File: config.mk
export PLATFORM = sky130hd
export DESIGN_NAME = buck_supervisor_dvs_ctrl
export DESIGN_NICKNAME = d
export VERILOG_FILES = /design/src/common/buck_sup_pkg.sv /design/src/hdl/short_persist_filter.sv /design/src/hdl/buck_supervisor_dvs_ctrl.sv
export VERILOG_INCLUDE_DIRS = /design/src /design/src/common
export SDC_FILE = /design/constraint.sdc
export NUM_CORES = 1
export LEC_CHECK = 0
export ABC_AREA = 1
export BUFFER_PORTS_ARGS = -buffer_cell sky130_fd_sc_hd__buf_2
export CORE_AREA = 2 2 218 220
export DETAILED_ROUTE_END_ITERATION = 16
export DIE_AREA = 0 0 220 222
export PLACE_DENSITY_LB_ADDON = 0.1
export SLEW_MARGIN = 40
export SYNTH_ARGS = -nofsm -noshare
export SYNTH_HDL_FRONTEND = slang
export SYNTH_SLANG_ARGS = --single-unit
File: constraint.sdc
create_clock -name i_clk_sys -period 4.7 [get_ports i_clk_sys]
set_input_delay 0.705 -clock i_clk_sys [delete_from_list [all_inputs] [get_ports i_clk_sys]]
set_output_delay 0.705 -clock i_clk_sys [all_outputs]
set_load 0.005 [all_outputs]
File: src/common/buck_sup_params.svh
// constants for the step-down supervisor: sizes, timing, register map
// assumes a 40 MHz system clock; included by the package and the checker
`ifndef BUCK_SUP_PARAMS_SVH
`define BUCK_SUP_PARAMS_SVH
// ********************
// sizes
// ********************
`define NUM_BUCK 4
`define NUM_LDO 4
`define CODE_W 7
`define SYNC_W 36
`define RAMP_CNT_W 9
`define PERSIST_CNT_W 13
`define BLANK_CNT_W 17
// ********************
// timing
// ********************
`define CLK_MHZ 40
`define SHORT_PERSIST_US 160
`define BLANK_MS 2
`define RAMP_SLOPE_UV_PER_US 2500
`define STEP_UV_LO 10000
`define STEP_UV_HI 20000
`define PERSIST_CYC (`SHORT_PERSIST_US * `CLK_MHZ)
`define BLANK_CYC (`BLANK_MS * 1000 * `CLK_MHZ)
`define STEP_CYC_LO ((`STEP_UV_LO * `CLK_MHZ) / `RAMP_SLOPE_UV_PER_US)
`define STEP_CYC_HI ((`STEP_UV_HI * `CLK_MHZ) / `RAMP_SLOPE_UV_PER_US)
// ********************
// register map (byte offsets)
// ********************
`define OFS_CTRL 8'h00
`define OFS_MONITOR 8'h04
`define OFS_MASK_A 8'h08
`define OFS_MASK_B 8'h0c
`define OFS_BUCK_SHORT 8'h10
`define OFS_LINEAR_SHORT 8'h14
`define OFS_THERMAL 8'h18
`define OFS_STATUS 8'h1c
`define OFS_LEVEL_FIRST 8'h20
`define OFS_LEVEL_LAST 8'h3c
`define LVL_IDX_HI 4
`define LVL_IDX_LO 3
`define LVL_SEL_BIT 2
// ********************
// fields and reset values
// ********************
`define CTRL_SINK 0
`define CTRL_THERM 1
`define CTRL_CMPMODE 2
`define CTRL_PHASE_HI 4
`define CTRL_PHASE_LO 3
`define CTRL_IRQ_MASK 5
`define CTRL_RESET 6'h03
`define MASK_A_RESET 4'he
`define MASK_B_TYPE 0
`define PRIM_RANGE 7
`define ALT_CMD 7
`define ALT_RF 8
`define ALT_MAP_HI 10
`define ALT_MAP_LO 9
`define MAP_NONE 2'h0
`define MAP_SLEEP 2'h1
`define MAP_EN1 2'h2
`define MAP_EN2 2'h3
`define MON_B1 0
`define MON_B2 1
`define MON_PAIRED 2
`define MON_B3 3
`define RAIL_B2 1
`define RAIL_FOURTH 3
`define ADC_CURRENT_CHANNEL 3'h4
`endif

File: src/common/buck_sup_pkg.sv
// state types for the step-down supervisor and its short filter
// assumes buck_sup_params.svh is on the include path
`include "buck_sup_params.svh"
package buck_sup_pkg;
   // ********************
   // short persistence filter state
   // ********************
   typedef struct packed {
      logic [`PERSIST_CNT_W-1:0] cnt;
      logic hit;
   } persist_state_t;
   // ********************
   // supervisor state
   // ********************
   typedef struct packed {
      logic [`SYNC_W-1:0] s1;
      logic [`SYNC_W-1:0] s2;
      logic waitreq;
      logic [31:0] rdata;
      logic [5:0] ctrl;
      logic [3:0] mon;
      logic [3:0] mask_a;
      logic [4:0] mask_b;
      logic [`NUM_BUCK-1:0][7:0] prim;
      logic [`NUM_BUCK-1:0][10:0] alt;
      logic [`NUM_BUCK-1:0][`CODE_W-1:0] cur;
      logic [`NUM_BUCK-1:0][`RAMP_CNT_W-1:0] rcnt;
      logic [`NUM_BUCK-1:0] ramping;
      logic [`NUM_BUCK-1:0] buck_on;
      logic [`NUM_BUCK-1:0] bshort;
      logic [`NUM_LDO-1:0] lshort;
      logic [1:0] therm;
      logic [`NUM_BUCK+`NUM_LDO-1:0] prev_en;
      logic [`BLANK_CNT_W-1:0] blank_cnt;
      logic blanked;
      logic supply_ok;
      logic irq;
      logic adc_route;
      logic [3:0] ilmon_sel;
   } sup_state_t;
endpackage

File: src/hdl/short_persist_filter.sv
// persistence filter: flags a short only after it stands unbroken
// assumes i_short is already synchronised to i_clk_sys
`timescale 1ns/1ps
module short_persist_filter #(
   parameter int PERSIST_CYC = `PERSIST_CYC
) (
   // clock and reset
   input wire logic i_clk_sys,
   input wire logic i_rst_n,
   // short detect in, persisted level out
   input wire logic i_short,
   output logic o_persisted
);
   buck_sup_pkg::persist_state_t state;
   buck_sup_pkg::persist_state_t next_state;

   // ********************
   // counter
   // ********************
   // any gap in the short restarts the count from zero
   always_comb begin
      next_state = state;
      if (!i_short) begin
         next_state.cnt = '0;
         next_state.hit = 1'b0;
      end else if (state.cnt == `PERSIST_CNT_W'(PERSIST_CYC - 1)) begin
         next_state.hit = 1'b1;
      end else begin
         next_state.cnt = state.cnt + `PERSIST_CNT_W'(1);
      end
   end

   // state register
   always_ff @(posedge i_clk_sys or negedge i_rst_n) begin
      if (!i_rst_n) begin
         state <= '0;
      end else begin
         state <= next_state;
      end
   end

   assign o_persisted = state.hit;
endmodule

File: src/hdl/buck_supervisor_dvs_ctrl.sv
// supervision and level control for four step-down converters and four LDOs
// assumes analog comparators, converters and the ADC sit outside; all their
// signals and pins arrive asynchronous and are synchronised here
`timescale 1ns/1ps
module buck_supervisor_dvs_ctrl #(
   parameter int PERSIST_CYC = `PERSIST_CYC,
   parameter int BLANK_CYC = `BLANK_CYC
) (
   // clock and reset
   input wire logic i_clk_sys,
   input wire logic i_rst_n,
   // avalon-mm slave
   input wire logic [7:0] i_avs_address,
   input wire logic i_avs_read,
   input wire logic i_avs_write,
   input wire logic [31:0] i_avs_writedata,
   input wire logic [3:0] i_avs_byteenable,
   output logic [31:0] o_avs_readdata,
   output logic o_avs_waitrequest,
   // converter and ldo status from analog
   input wire logic [`NUM_BUCK-1:0] i_buck_enable,
   input wire logic [`NUM_LDO-1:0] i_ldo_enable,
   input wire logic [`NUM_BUCK-1:0] i_buck_short_det,
   input wire logic [`NUM_LDO-1:0] i_ldo_short_det,
   input wire logic [`NUM_BUCK-1:0] i_buck_volt_ok,
   input wire logic [`NUM_BUCK-1:0] i_buck_curr_ok,
   input wire logic [`NUM_BUCK-1:0] i_buck_forced_pwm,
   input wire logic [1:0] i_thermal_raw,
   input wire logic i_adc_current_ok,
   input wire logic i_dual_phase,
   input wire logic i_device_enable,
   // control pins
   input wire logic i_sleep_request_pin,
   input wire logic i_enable_pin_one,
   input wire logic i_enable_pin_two,
   // converter control out
   output logic o_sink_limit_enable,
   output logic o_buck_thermal_enable,
   output logic [1:0] o_phase_mode_force,
   output logic [`NUM_BUCK-1:0] o_buck_on,
   output logic [`NUM_BUCK*`CODE_W-1:0] o_buck_level_code,
   output logic [`NUM_BUCK-1:0] o_buck_range,
   output logic [`NUM_LDO-1:0] o_linear_force_off,
   // monitoring out
   output logic o_adc_ch4_route,
   output logic [3:0] o_load_current_select,
   output logic o_supply_ok,
   output logic o_short_irq
);
   buck_sup_pkg::sup_state_t state;
   buck_sup_pkg::sup_state_t next_state;

   logic [`NUM_BUCK-1:0] sy_buck_en;
   logic [`NUM_LDO-1:0] sy_ldo_en;
   logic [`NUM_BUCK-1:0] sy_bshort;
   logic [`NUM_LDO-1:0] sy_lshort;
   logic [`NUM_BUCK-1:0] sy_vok;
   logic [`NUM_BUCK-1:0] sy_iok;
   logic [`NUM_BUCK-1:0] sy_pwm;
   logic [1:0] sy_therm;
   logic sy_adc_ok;
   logic sy_pin_sleep;
   logic sy_pin_en1;
   logic sy_pin_en2;
   logic sy_dual;
   logic sy_dev_en;
   logic [`NUM_BUCK+`NUM_LDO-1:0] persisted;
   wire logic [`NUM_BUCK+`NUM_LDO-1:0] raw_short = {sy_lshort, sy_bshort};

   // ********************
   // helpers
   // ********************
   // byte-lane merge of a write into the current register value
   function automatic logic [31:0] be_merge(input logic [31:0] old_v,
         input logic [31:0] new_v, input logic [3:0] be);
      logic [31:0] res;
      res = old_v;
      for (int k = 0; k < 4; k++) begin
         if (be[k]) begin
            res[k*8 +: 8] = new_v[k*8 +: 8];
         end
      end
      return res;
   endfunction

   // level block hit: primary and alternate words for each converter
   function automatic logic level_hit(input logic [7:0] addr);
      return (addr >= `OFS_LEVEL_FIRST) && (addr <= `OFS_LEVEL_LAST)
         && (addr[1:0] == 2'h0);
   endfunction

   // register readback, shared by the read path and the write merge
   function automatic logic [31:0] reg_read(input logic [7:0] addr);
      logic [1:0] idx;
      idx = addr[`LVL_IDX_HI:`LVL_IDX_LO];
      case (addr)
         `OFS_CTRL: return {26'h0, state.ctrl};
         `OFS_MONITOR: return {28'h0, state.mon};
         `OFS_MASK_A: return {28'h0, state.mask_a};
         `OFS_MASK_B: return {27'h0, state.mask_b};
         `OFS_BUCK_SHORT: return {28'h0, state.bshort};
         `OFS_LINEAR_SHORT: return {28'h0, state.lshort};
         `OFS_THERMAL: return {30'h0, state.therm};
         `OFS_STATUS: return {22'h0, state.blanked, state.supply_ok,
            state.ramping, state.buck_on};
         default: begin
            if (!level_hit(addr)) begin
               return 32'h0;
            end else if (addr[`LVL_SEL_BIT]) begin
               return {21'h0, state.alt[idx]};
            end else begin
               return {24'h0, state.prim[idx]};
            end
         end
      endcase
   endfunction

   // lowest set monitor request wins; only one rail measured at a time
   function automatic logic [3:0] pick_lowest(input logic [3:0] req);
      logic [3:0] res;
      res = 4'h0;
      for (int k = 3; k >= 0; k--) begin
         if (req[k]) begin
            res = 4'h0;
            res[k] = 1'b1;
         end
      end
      return res;
   endfunction

   // ********************
   // synchronised inputs
   // ********************
   // unpack of the second sync stage only
   assign {sy_buck_en, sy_ldo_en, sy_bshort, sy_lshort, sy_vok, sy_iok, sy_pwm,
      sy_therm, sy_adc_ok, sy_pin_sleep, sy_pin_en1, sy_pin_en2, sy_dual,
      sy_dev_en} = state.s2;

   // one persistence filter per rail, ldos in the upper half
   generate
      for (genvar g = 0; g < `NUM_BUCK + `NUM_LDO; g++) begin : g_filt
         short_persist_filter #(
            .PERSIST_CYC(PERSIST_CYC)
         ) u_filt (
            .i_clk_sys(i_clk_sys),
            .i_rst_n(i_rst_n),
            .i_short(raw_short[g]),
            .o_persisted(persisted[g])
         );
      end
   endgenerate

   // ********************
   // next state
   // ********************
   always_comb begin
      logic wr_go;
      logic rd_go;
      logic [31:0] merged;
      logic [1:0] lidx;
      logic [`NUM_BUCK-1:0] bset;
      logic [`NUM_LDO-1:0] lset;
      logic [`NUM_BUCK+`NUM_LDO-1:0] rails_en;
      logic [`NUM_BUCK-1:0][`CODE_W-1:0] tgt;
      logic [`RAMP_CNT_W-1:0] step_cyc;
      logic pin;
      logic use_prim;
      logic [3:0] mon_pick;
      logic [1:0] mon_rail;
      logic v_pass;
      logic i_pass;
      logic ok;
      next_state = state;
      wr_go = i_avs_write && !state.waitreq;
      rd_go = i_avs_read && !state.waitreq;
      merged = be_merge(reg_read(i_avs_address), i_avs_writedata, i_avs_byteenable);
      lidx = i_avs_address[`LVL_IDX_HI:`LVL_IDX_LO];
      rails_en = {sy_ldo_en, sy_buck_en};
      pin = 1'b0;
      use_prim = 1'b1;
      step_cyc = '0;
      v_pass = 1'b0;
      i_pass = 1'b0;
      ok = 1'b1;
      tgt = '0;

      // two-stage synchroniser for all asynchronous inputs
      next_state.s1 = {i_buck_enable, i_ldo_enable, i_buck_short_det,
         i_ldo_short_det, i_buck_volt_ok, i_buck_curr_ok, i_buck_forced_pwm,
         i_thermal_raw, i_adc_current_ok, i_sleep_request_pin, i_enable_pin_one,
         i_enable_pin_two, i_dual_phase, i_device_enable};
      next_state.s2 = state.s1;

      // bus handshake: one wait cycle, read data loaded as waitrequest falls
      next_state.waitreq = 1'b1;
      if ((i_avs_read || i_avs_write) && state.waitreq) begin
         next_state.waitreq = 1'b0;
         next_state.rdata = i_avs_read ? reg_read(i_avs_address) : 32'h0;
      end

      // register writes take effect at the accepting edge only
      if (wr_go) begin
         case (i_avs_address)
            `OFS_CTRL: next_state.ctrl = merged[5:0];
            `OFS_MONITOR: next_state.mon = merged[3:0];
            `OFS_MASK_A: next_state.mask_a = merged[3:0];
            `OFS_MASK_B: next_state.mask_b = merged[4:0];
            default: begin
               if (level_hit(i_avs_address) && i_avs_address[`LVL_SEL_BIT]) begin
                  next_state.alt[lidx] = merged[10:0];
               end else if (level_hit(i_avs_address)) begin
                  next_state.prim[lidx] = merged[7:0];
               end
            end
         endcase
      end

      // startup blanking; restarts on any rail turning on
      next_state.prev_en = rails_en;
      if (!sy_dev_en || |(rails_en & ~state.prev_en)) begin
         next_state.blank_cnt = '0;
         next_state.blanked = 1'b1;
      end else if (state.blanked) begin
         if (state.blank_cnt == `BLANK_CNT_W'(BLANK_CYC - 1)) begin
            next_state.blanked = 1'b0;
         end else begin
            next_state.blank_cnt = state.blank_cnt + `BLANK_CNT_W'(1);
         end
      end

      // short flags: set wins over a clear in the same cycle
      bset = persisted[`NUM_BUCK-1:0] & sy_buck_en & {`NUM_BUCK{!state.blanked}};
      lset = persisted[`NUM_BUCK+`NUM_LDO-1:`NUM_BUCK] & sy_ldo_en
         & {`NUM_LDO{!state.blanked}};
      next_state.bshort = state.bshort;
      next_state.lshort = state.lshort;
      if (rd_go && i_avs_address == `OFS_BUCK_SHORT) begin
         next_state.bshort = state.bshort & ~state.rdata[3:0];
      end
      if (rd_go && i_avs_address == `OFS_LINEAR_SHORT) begin
         next_state.lshort = state.lshort & ~state.rdata[3:0];
      end
      next_state.bshort = next_state.bshort | bset;
      next_state.lshort = next_state.lshort | lset;
      next_state.irq = (|next_state.bshort || |next_state.lshort)
         && !state.ctrl[`CTRL_IRQ_MASK];

      // thermal status only tracked while monitoring is on
      next_state.therm = state.ctrl[`CTRL_THERM] ? sy_therm : 2'h0;

      // level selection and ramp per converter
      for (int i = 0; i < `NUM_BUCK; i++) begin
         case (state.alt[i][`ALT_MAP_HI:`ALT_MAP_LO])
            `MAP_SLEEP: pin = sy_pin_sleep;
            `MAP_EN1: pin = sy_pin_en1;
            `MAP_EN2: pin = sy_pin_en2;
            default: pin = 1'b1;
         endcase
         if (state.alt[i][`ALT_RF]) begin
            use_prim = pin;
         end else begin
            use_prim = !state.alt[i][`ALT_CMD];
         end
         tgt[i] = use_prim ? state.prim[i][`CODE_W-1:0] : state.alt[i][`CODE_W-1:0];
         step_cyc = state.prim[i][`PRIM_RANGE] ? `RAMP_CNT_W'(`STEP_CYC_HI)
            : `RAMP_CNT_W'(`STEP_CYC_LO);
         // the fourth converter and turn-on or turn-off jump straight
         if (i == `RAIL_FOURTH || tgt[i] == '0 || state.cur[i] == '0) begin
            next_state.cur[i] = tgt[i];
            next_state.rcnt[i] = '0;
         end else if (state.cur[i] != tgt[i]) begin
            if (state.rcnt[i] >= step_cyc - `RAMP_CNT_W'(1)) begin
               next_state.rcnt[i] = '0;
               next_state.cur[i] = (state.cur[i] < tgt[i])
                  ? state.cur[i] + `CODE_W'(1) : state.cur[i] - `CODE_W'(1);
            end else begin
               next_state.rcnt[i] = state.rcnt[i] + `RAMP_CNT_W'(1);
            end
         end else begin
            next_state.rcnt[i] = '0;
         end
         next_state.ramping[i] = next_state.cur[i] != tgt[i];
         // code zero or a latched short keeps the converter off
         next_state.buck_on[i] = sy_buck_en[i] && tgt[i] != '0
            && !next_state.bshort[i];
      end

      // load current monitor selection
      mon_pick = pick_lowest(state.mon);
      mon_rail = mon_pick[`MON_B2] ? 2'h1 : (mon_pick[`MON_B3] ? 2'h2 : 2'h0);
      next_state.adc_route = |mon_pick && sy_pwm[mon_rail];
      next_state.ilmon_sel = next_state.adc_route ? mon_pick : 4'h0;

      // supply-OK combine over unmasked rails
      for (int i = 0; i < `NUM_BUCK; i++) begin
         v_pass = state.mask_b[`MASK_B_TYPE] || sy_vok[i]
            || state.ramping[i];
         i_pass = sy_iok[i] || state.mask_b[i + 1];
         if (state.ctrl[`CTRL_CMPMODE] && state.adc_route && mon_rail == 2'(i)) begin
            i_pass = i_pass && sy_adc_ok;
         end
         if (!(state.mask_a[i] || (sy_dual && i == `RAIL_B2))) begin
            ok = ok && v_pass && i_pass;
         end
      end
      next_state.supply_ok = ok;
   end

   // ********************
   // state register
   // ********************
   // reset values: limits and thermal on, first rail unmasked, primary level
   always_ff @(posedge i_clk_sys or negedge i_rst_n) begin
      if (!i_rst_n) begin
         state <= '0;
         state.waitreq <= 1'b1;
         state.ctrl <= `CTRL_RESET;
         state.mask_a <= `MASK_A_RESET;
         state.blanked <= 1'b1;
      end else begin
         state <= next_state;
      end
   end

   // ********************
   // outputs, all straight from the state register
   // ********************
   assign o_avs_readdata = state.rdata;
   assign o_avs_waitrequest = state.waitreq;
   assign o_sink_limit_enable = state.ctrl[`CTRL_SINK];
   assign o_buck_thermal_enable = state.ctrl[`CTRL_THERM];
   assign o_phase_mode_force = state.ctrl[`CTRL_PHASE_HI:`CTRL_PHASE_LO];
   assign o_buck_on = state.buck_on;
   assign o_buck_level_code = state.cur;
   assign o_linear_force_off = state.lshort;
   assign o_adc_ch4_route = state.adc_route;
   assign o_load_current_select = state.ilmon_sel;
   assign o_supply_ok = state.supply_ok;
   assign o_short_irq = state.irq;

   // range bit of each primary register
   generate
      for (genvar g = 0; g < `NUM_BUCK; g++) begin : g_range
         assign o_buck_range[g] = state.prim[g][`PRIM_RANGE];
      end
   endgenerate
endmodule

==> Word level (Yosys, flattened, before mapping) <==
Index checks and enable logic that the tools add are counted.
W data, S select, Z words.
{ "word_totals": {"ramBits": 0, "regBits": 417, "wordCells": 342, "romBits": 0, "latch_bits": 0, "memories": 0} }
{ "classes": {"mul": 0, "shift": 0, "n_lt_le_gt_ge": 11, "addsub": 21, "mux": 101, "eq_ne": 54, "n_bitwise": 13, "div_mod_pow": 0, "n_reduce_logical": 91} }
{ "op_table": {"columns": ["cell", "n"], "rows": [
  ["$mux W14", 8],
  ["$mux W7", 16],
  ["$mux W9", 12],
  ["$add A13 B1 Y13 const B", 8],
  ["$eq A13 B13 Y1 const B", 8],
  ["$mux W13", 8],
  ["$pmux W11 S8", 1],
  ["$bwmux W44", 1],
  ["$mux W11", 4],
  ["$logic_not A7 Y1", 6],
  ["$ne A7 B7 Y1", 6],
  ["$mux W18", 2],
  ["$logic_and A1 B1 Y1", 35],
  ["$mux W33", 1],
  ["$bwmux W32", 1],
  ["$eq A8 B5 Y1 const B", 4],
  ["$mux W32", 1],
  ["$mux W4", 7],
  ["$reduce_bool A7 Y1", 4],
  ["$add A9 B1 Y9 const B", 3],
  ["$ge A9 B9 Y1", 3],
  ["$sub A9 B1 Y9 const B", 3],
  ["$and A4 B4 Y4", 6],
  ["$mux W8", 3],
  ["other kinds (40)", 140]
]} }

==> Longest topological paths before layout <==
{ "logic_depth": {"depth_word": 20, "depth_mapped": 34, "depth_no_buf": 33} }

==> By module <==
A second synthesis with hierarchy kept.
{ "unflattened": {"hier_cells": 2766, "hier_area_um2": 21762.1} }
{ "modules_own_cells": {"columns": ["mod", "seq_area_each_um2", "area_each_um2", "n_inst", "cells_per_inst"], "rows": [
  ["buck_supervisor_dvs_ctrl", 7115.6, 15175.8, 1, 1878],
  ["short_persist_filter", 350.3, 823.3, 8, 111]
]} }

==> Worst setup path before layout <==
No wires, ideal clock.
{ "synth_path": {"kind": "register to register", "start": "register state[247] (netlist name)", "end": "register state[47] (netlist name)", "required_ns": 4.584, "path_stages_with_launch": 32, "period_less_slack_ns": 3.600, "arrival_time_ns": 3.484, "setup_ns": 0.116, "slack_ns": 1.100, "path_cell_list": "dfrtp_1 inv_1 nand2_1 nand2_1 nand2_1 o21bai_2 buf_6 inv_1 o21ai_2 inv_1 ha_1 a31o_2 nor2_1 nand2_1 ha_1 a21o_1 nand2_1 o2111ai_1 inv_1 nand2_1 nand3_1 o21ai_0 o21ai_1 nand2_1 nand3_1 nand2_1 inv_1 nand2_1 nor2_1 nand2_1 inv_1 nand2_1"} }
{ "synth_lines": {"columns": ["item", "line_no", "rtl"], "rows": [
  ["start, declared", "buck_supervisor_dvs_ctrl.sv:50", "buck_sup_pkg::sup_state_t state;"],
  ["start signal, assigned", "buck_supervisor_dvs_ctrl.sv:321", "state <= next_state;"]
]} }

==> flow_metrics.py <==
metrics = {
    "status": {
        "status": "completed",
    },
    "clock_network": {
        "root_buffer": "clkbuf_16",
        "cts_resized": 0,
        "cts.hold.buffers_added": 0,
        "clk_pin_slew_ns": 0.06,
        "worstSkewPairLatency_ns": 0.59,
        "clock-sinks": 396,
        "cts_setup_buffers": 0,
        "htreeDepth": 2,
        "clock_path_buffers": 3,
        "cts_buffers": 44,
        "cts_tree": "done",
    },
    "detailed_routing": {
        "ant_nets": 0,
        "drt_iter0_drc": 1147,
        "dr.pass1.iters": 6,
        "drcViolationCount": 0,
        "vias_per_cell": 5.185,
        "wl_per_cell_um": 16.18,
        "wl_um": 52850,
        "vias": 16941,
    },
    "timing": {
        "min_period_ns": 4.182,
        "whs_ns": 0.07159,
        "max-slew-margin-rel": 0.3730,
        "finalSetupViolCount": 0,
        "worstMarginPinSlew_ns": 0.9404,
        "finalCritPeriodShare": 0.8899,
        "rsz0062_at_grt": "false",
        "finalSetupTns_ns": 0,
        "fin_skew_ns": 0.02806,
        "hold_viol": 0,
        "fmax_mhz": 239.1,
        "final_max_slew_viol_count": 0,
    },
    "setup_path": {
        "reg2reg_from": "state[247]",
        "critical_path_class": "register to register",
        "slowest_stage": "ha_1",
        "cp.arrival_ns": 4.60,
        "rr_endpoint": "state[48]",
        "crit_fanout": 12,
        "max_stage_delay_ns": 0.40,
        "reg2reg_slack_ns": 0.52,
        "end_kind": "register",
        "critPathLaunchType": "register",
        "reg2reg_depth": 28,
        "crit_buf_inv": 3,
        "cp.required_ns": 5.12,
        "cp_common_cell": "nand2_1",
        "crit_family": "simple AND/OR/NAND/NOR gates",
    },
    "final_layout": {
        "final_net_count": 2753,
        "final_common_cell": "nand2_1",
        "final_cell_mix": "nand2_1 (543), dfrtp_1 (389), inv_1 (364)",
        "n_fill_cell": 4488,
        "synthToLayoutAreaGrowth_pct": 12.01,
        "drive_gt1_frac": 0.1121,
    },
    "die": {
        "die_w_um": 220,
        "placeableCoreArea_um2": 46260,
        "chipHeight_um": 222,
        "rows": 79,
        "fp.dieArea_um2": 48840,
        "initial_utilization": 0.4459,
        "ioPinCount": 168,
    },
    "global_route": {
        "grt_usage": 0.2211,
        "antenna_found_initial": 1,
        "grt_pass1_vias": 16401,
        "grt_remaining_overflow": 0,
        "grt_max_degree": 112,
        "grt_first_pass_wirelength_um": 86120,
    },
    "synthesis": {
        "yosysSeqAreaShare": 0.4809,
        "synth_top_area_cell": "dfrtp_1",
        "postSynth.asyncResetShare": 1.000,
        "synth_top_family_by_area": "simple AND/OR/NAND/NOR gates",
        "synth_compound_area_frac": 0.1219,
        "ys_ff_latch": 396,
        "synthCells": 2527,
        "avgSynthCellArea_um2": 8.162,
        "synthSimpleGateAreaFrac": 0.2384,
        "synthMuxAreaShare": 0.001517,
        "netlist_top_cells_area": "dfrtp_1 (47%), nand2_1 (9.9%), inv_1 (6.6%), o21ai_0 (4.4%), nor2_1 (3.9%)",
        "synth_edf_count": 0,
        "yosysTopAreaCellShare": 0.4720,
        "ys_types": 68,
        "synth_ff_type": "dfrtp_1",
        "synthXorXnorAreaFrac": 0.02123,
        "netlist_area_um2": 20620,
        "yosysWarnings": 0,
        "synth_adder_area_share": 0.02839,
    },
    "place": {
        "place_congestion": 0.9767,
        "detailed_place_hpwl_um": 39440,
        "io_buffers": 123,
    },
    "job": {
        "cap_violations": 0,
    },
    "power": {
        "vdd_drop_max_mv": 0.3116,
        "power_mw": 9.658,
        "cellLeakagePower_nw": 10.99,
        "powerDensity_nw_per_um2": 418.0,
    },
    "worst_hold_path": {
        "min_path_type": "input pin to async pin",
    },
}
==> synthesized netlist by cell type (5+ instances only) <==
master,count
a211oi_1,19
a21oi_1,85
a221oi_1,13
a31oi_1,11
buf_2,10
buf_4,81
clkbuf_1,18
clkinv_1,9
dfrtp_1,389
dfstp_2,7
ha_1,42
inv_1,364
inv_2,8
nand2_1,543
nand2_2,18
nand2_4,8
nand3_1,140
nand3_2,5
nand4_1,46
nor2_1,213
nor2_2,9
nor3_1,76
nor4_1,27
o2111ai_1,7
o21ai_0,181
o21ai_1,29
o21ai_2,5
o22ai_1,33
o31ai_1,8
xnor2_1,8
xor2_1,42
==> routing by layer <==
layer	global-route usage	part of all wire	vias to the layer above
li1	-	-	8414
met4	0.06582	0.026	0
met3	0.05021	0.065	87
met1	0.2987	0.45	8054
met2	0.3542	0.46	386
met5	0	0	-
==> cell type report <==
class / instances / area [um2] / area share
timing repair buffer: 144 / 828.3 / 0.03585
tap: 607 / 759.5 / 0.03287
clock buffer: 65 / 1311 / 0.05676
multi-input combinational: 1656 / 8583 / 0.3715
clock inverter: 16 / 262.8 / 0.01137
inverter: 382 / 1436 / 0.06218
sequential: 396 / 9918 / 0.4293
antenna: 1 / 2.502 / 0.0001083
==> metrics by stage <==
| stage | cell area, um2 | worst slack, ns | std cells | utilization |
|---|---|---|---|---|
| floorplan | 20700 | 1.100 | 2547 | - |
| global placement | 21480 | 0.5892 | 3184 | 0.4644 |
| detailed placement | 21530 | 0.5528 | 3185 | 0.4653 |
| CTS | 23100 | 0.5184 | 3266 | 0.4994 |
| global route | 23100 | 0.05205 | 3266 | 0.4994 |
| finish | 23100 | 0.5175 | 3267 | 0.4994 |
==> power by group <==
part	internal, mW	switching, mW
clock	2.27	1.44
combinational	0.758	1.29
sequential	3.64	0.256
==> flip-flops by register name (all words and copies together) (netlist names), 2 cells and up <==
register                   count
state                        169
g_filt.u_filt.state          104
next_state                    44
o_buck_level_code             28
o_avs_readdata                11
g_filt.u_filt.o_persisted      8
raw_short                      8
o_buck_on                      4
o_buck_range                   4
o_linear_force_off             4
o_load_current_select          4
o_phase_mode_force             2
==> logic make-up after synthesis <==
logic type / Yosys count
AND/OR/NAND/NOR: 1108
buffers and inverters: 495
AO/OA/AOI/OAI: 429
flip-flops: 396
XOR/XNOR: 50
adder cells (fa/ha/maj): 45
multiplexers: 3
other: 1
==> worst max path at each step <==
stage / to / depth (start not counted) / from / slack (ns)
4_1_cts: state[48] / 28 / state[247] / 0.52
5_1_grt: state[47] / 32 / state[247] / 0.05
3_5_place_dp: state[49] / 29 / state[247] / 0.55
2_1_floorplan: state[47] / 31 / state[247] / 1.10
3_3_place_gp: state[49] / 29 / state[247] / 0.59
6_report: state[48] / 28 / state[247] / 0.52
(Power assumes the default switching activity.)
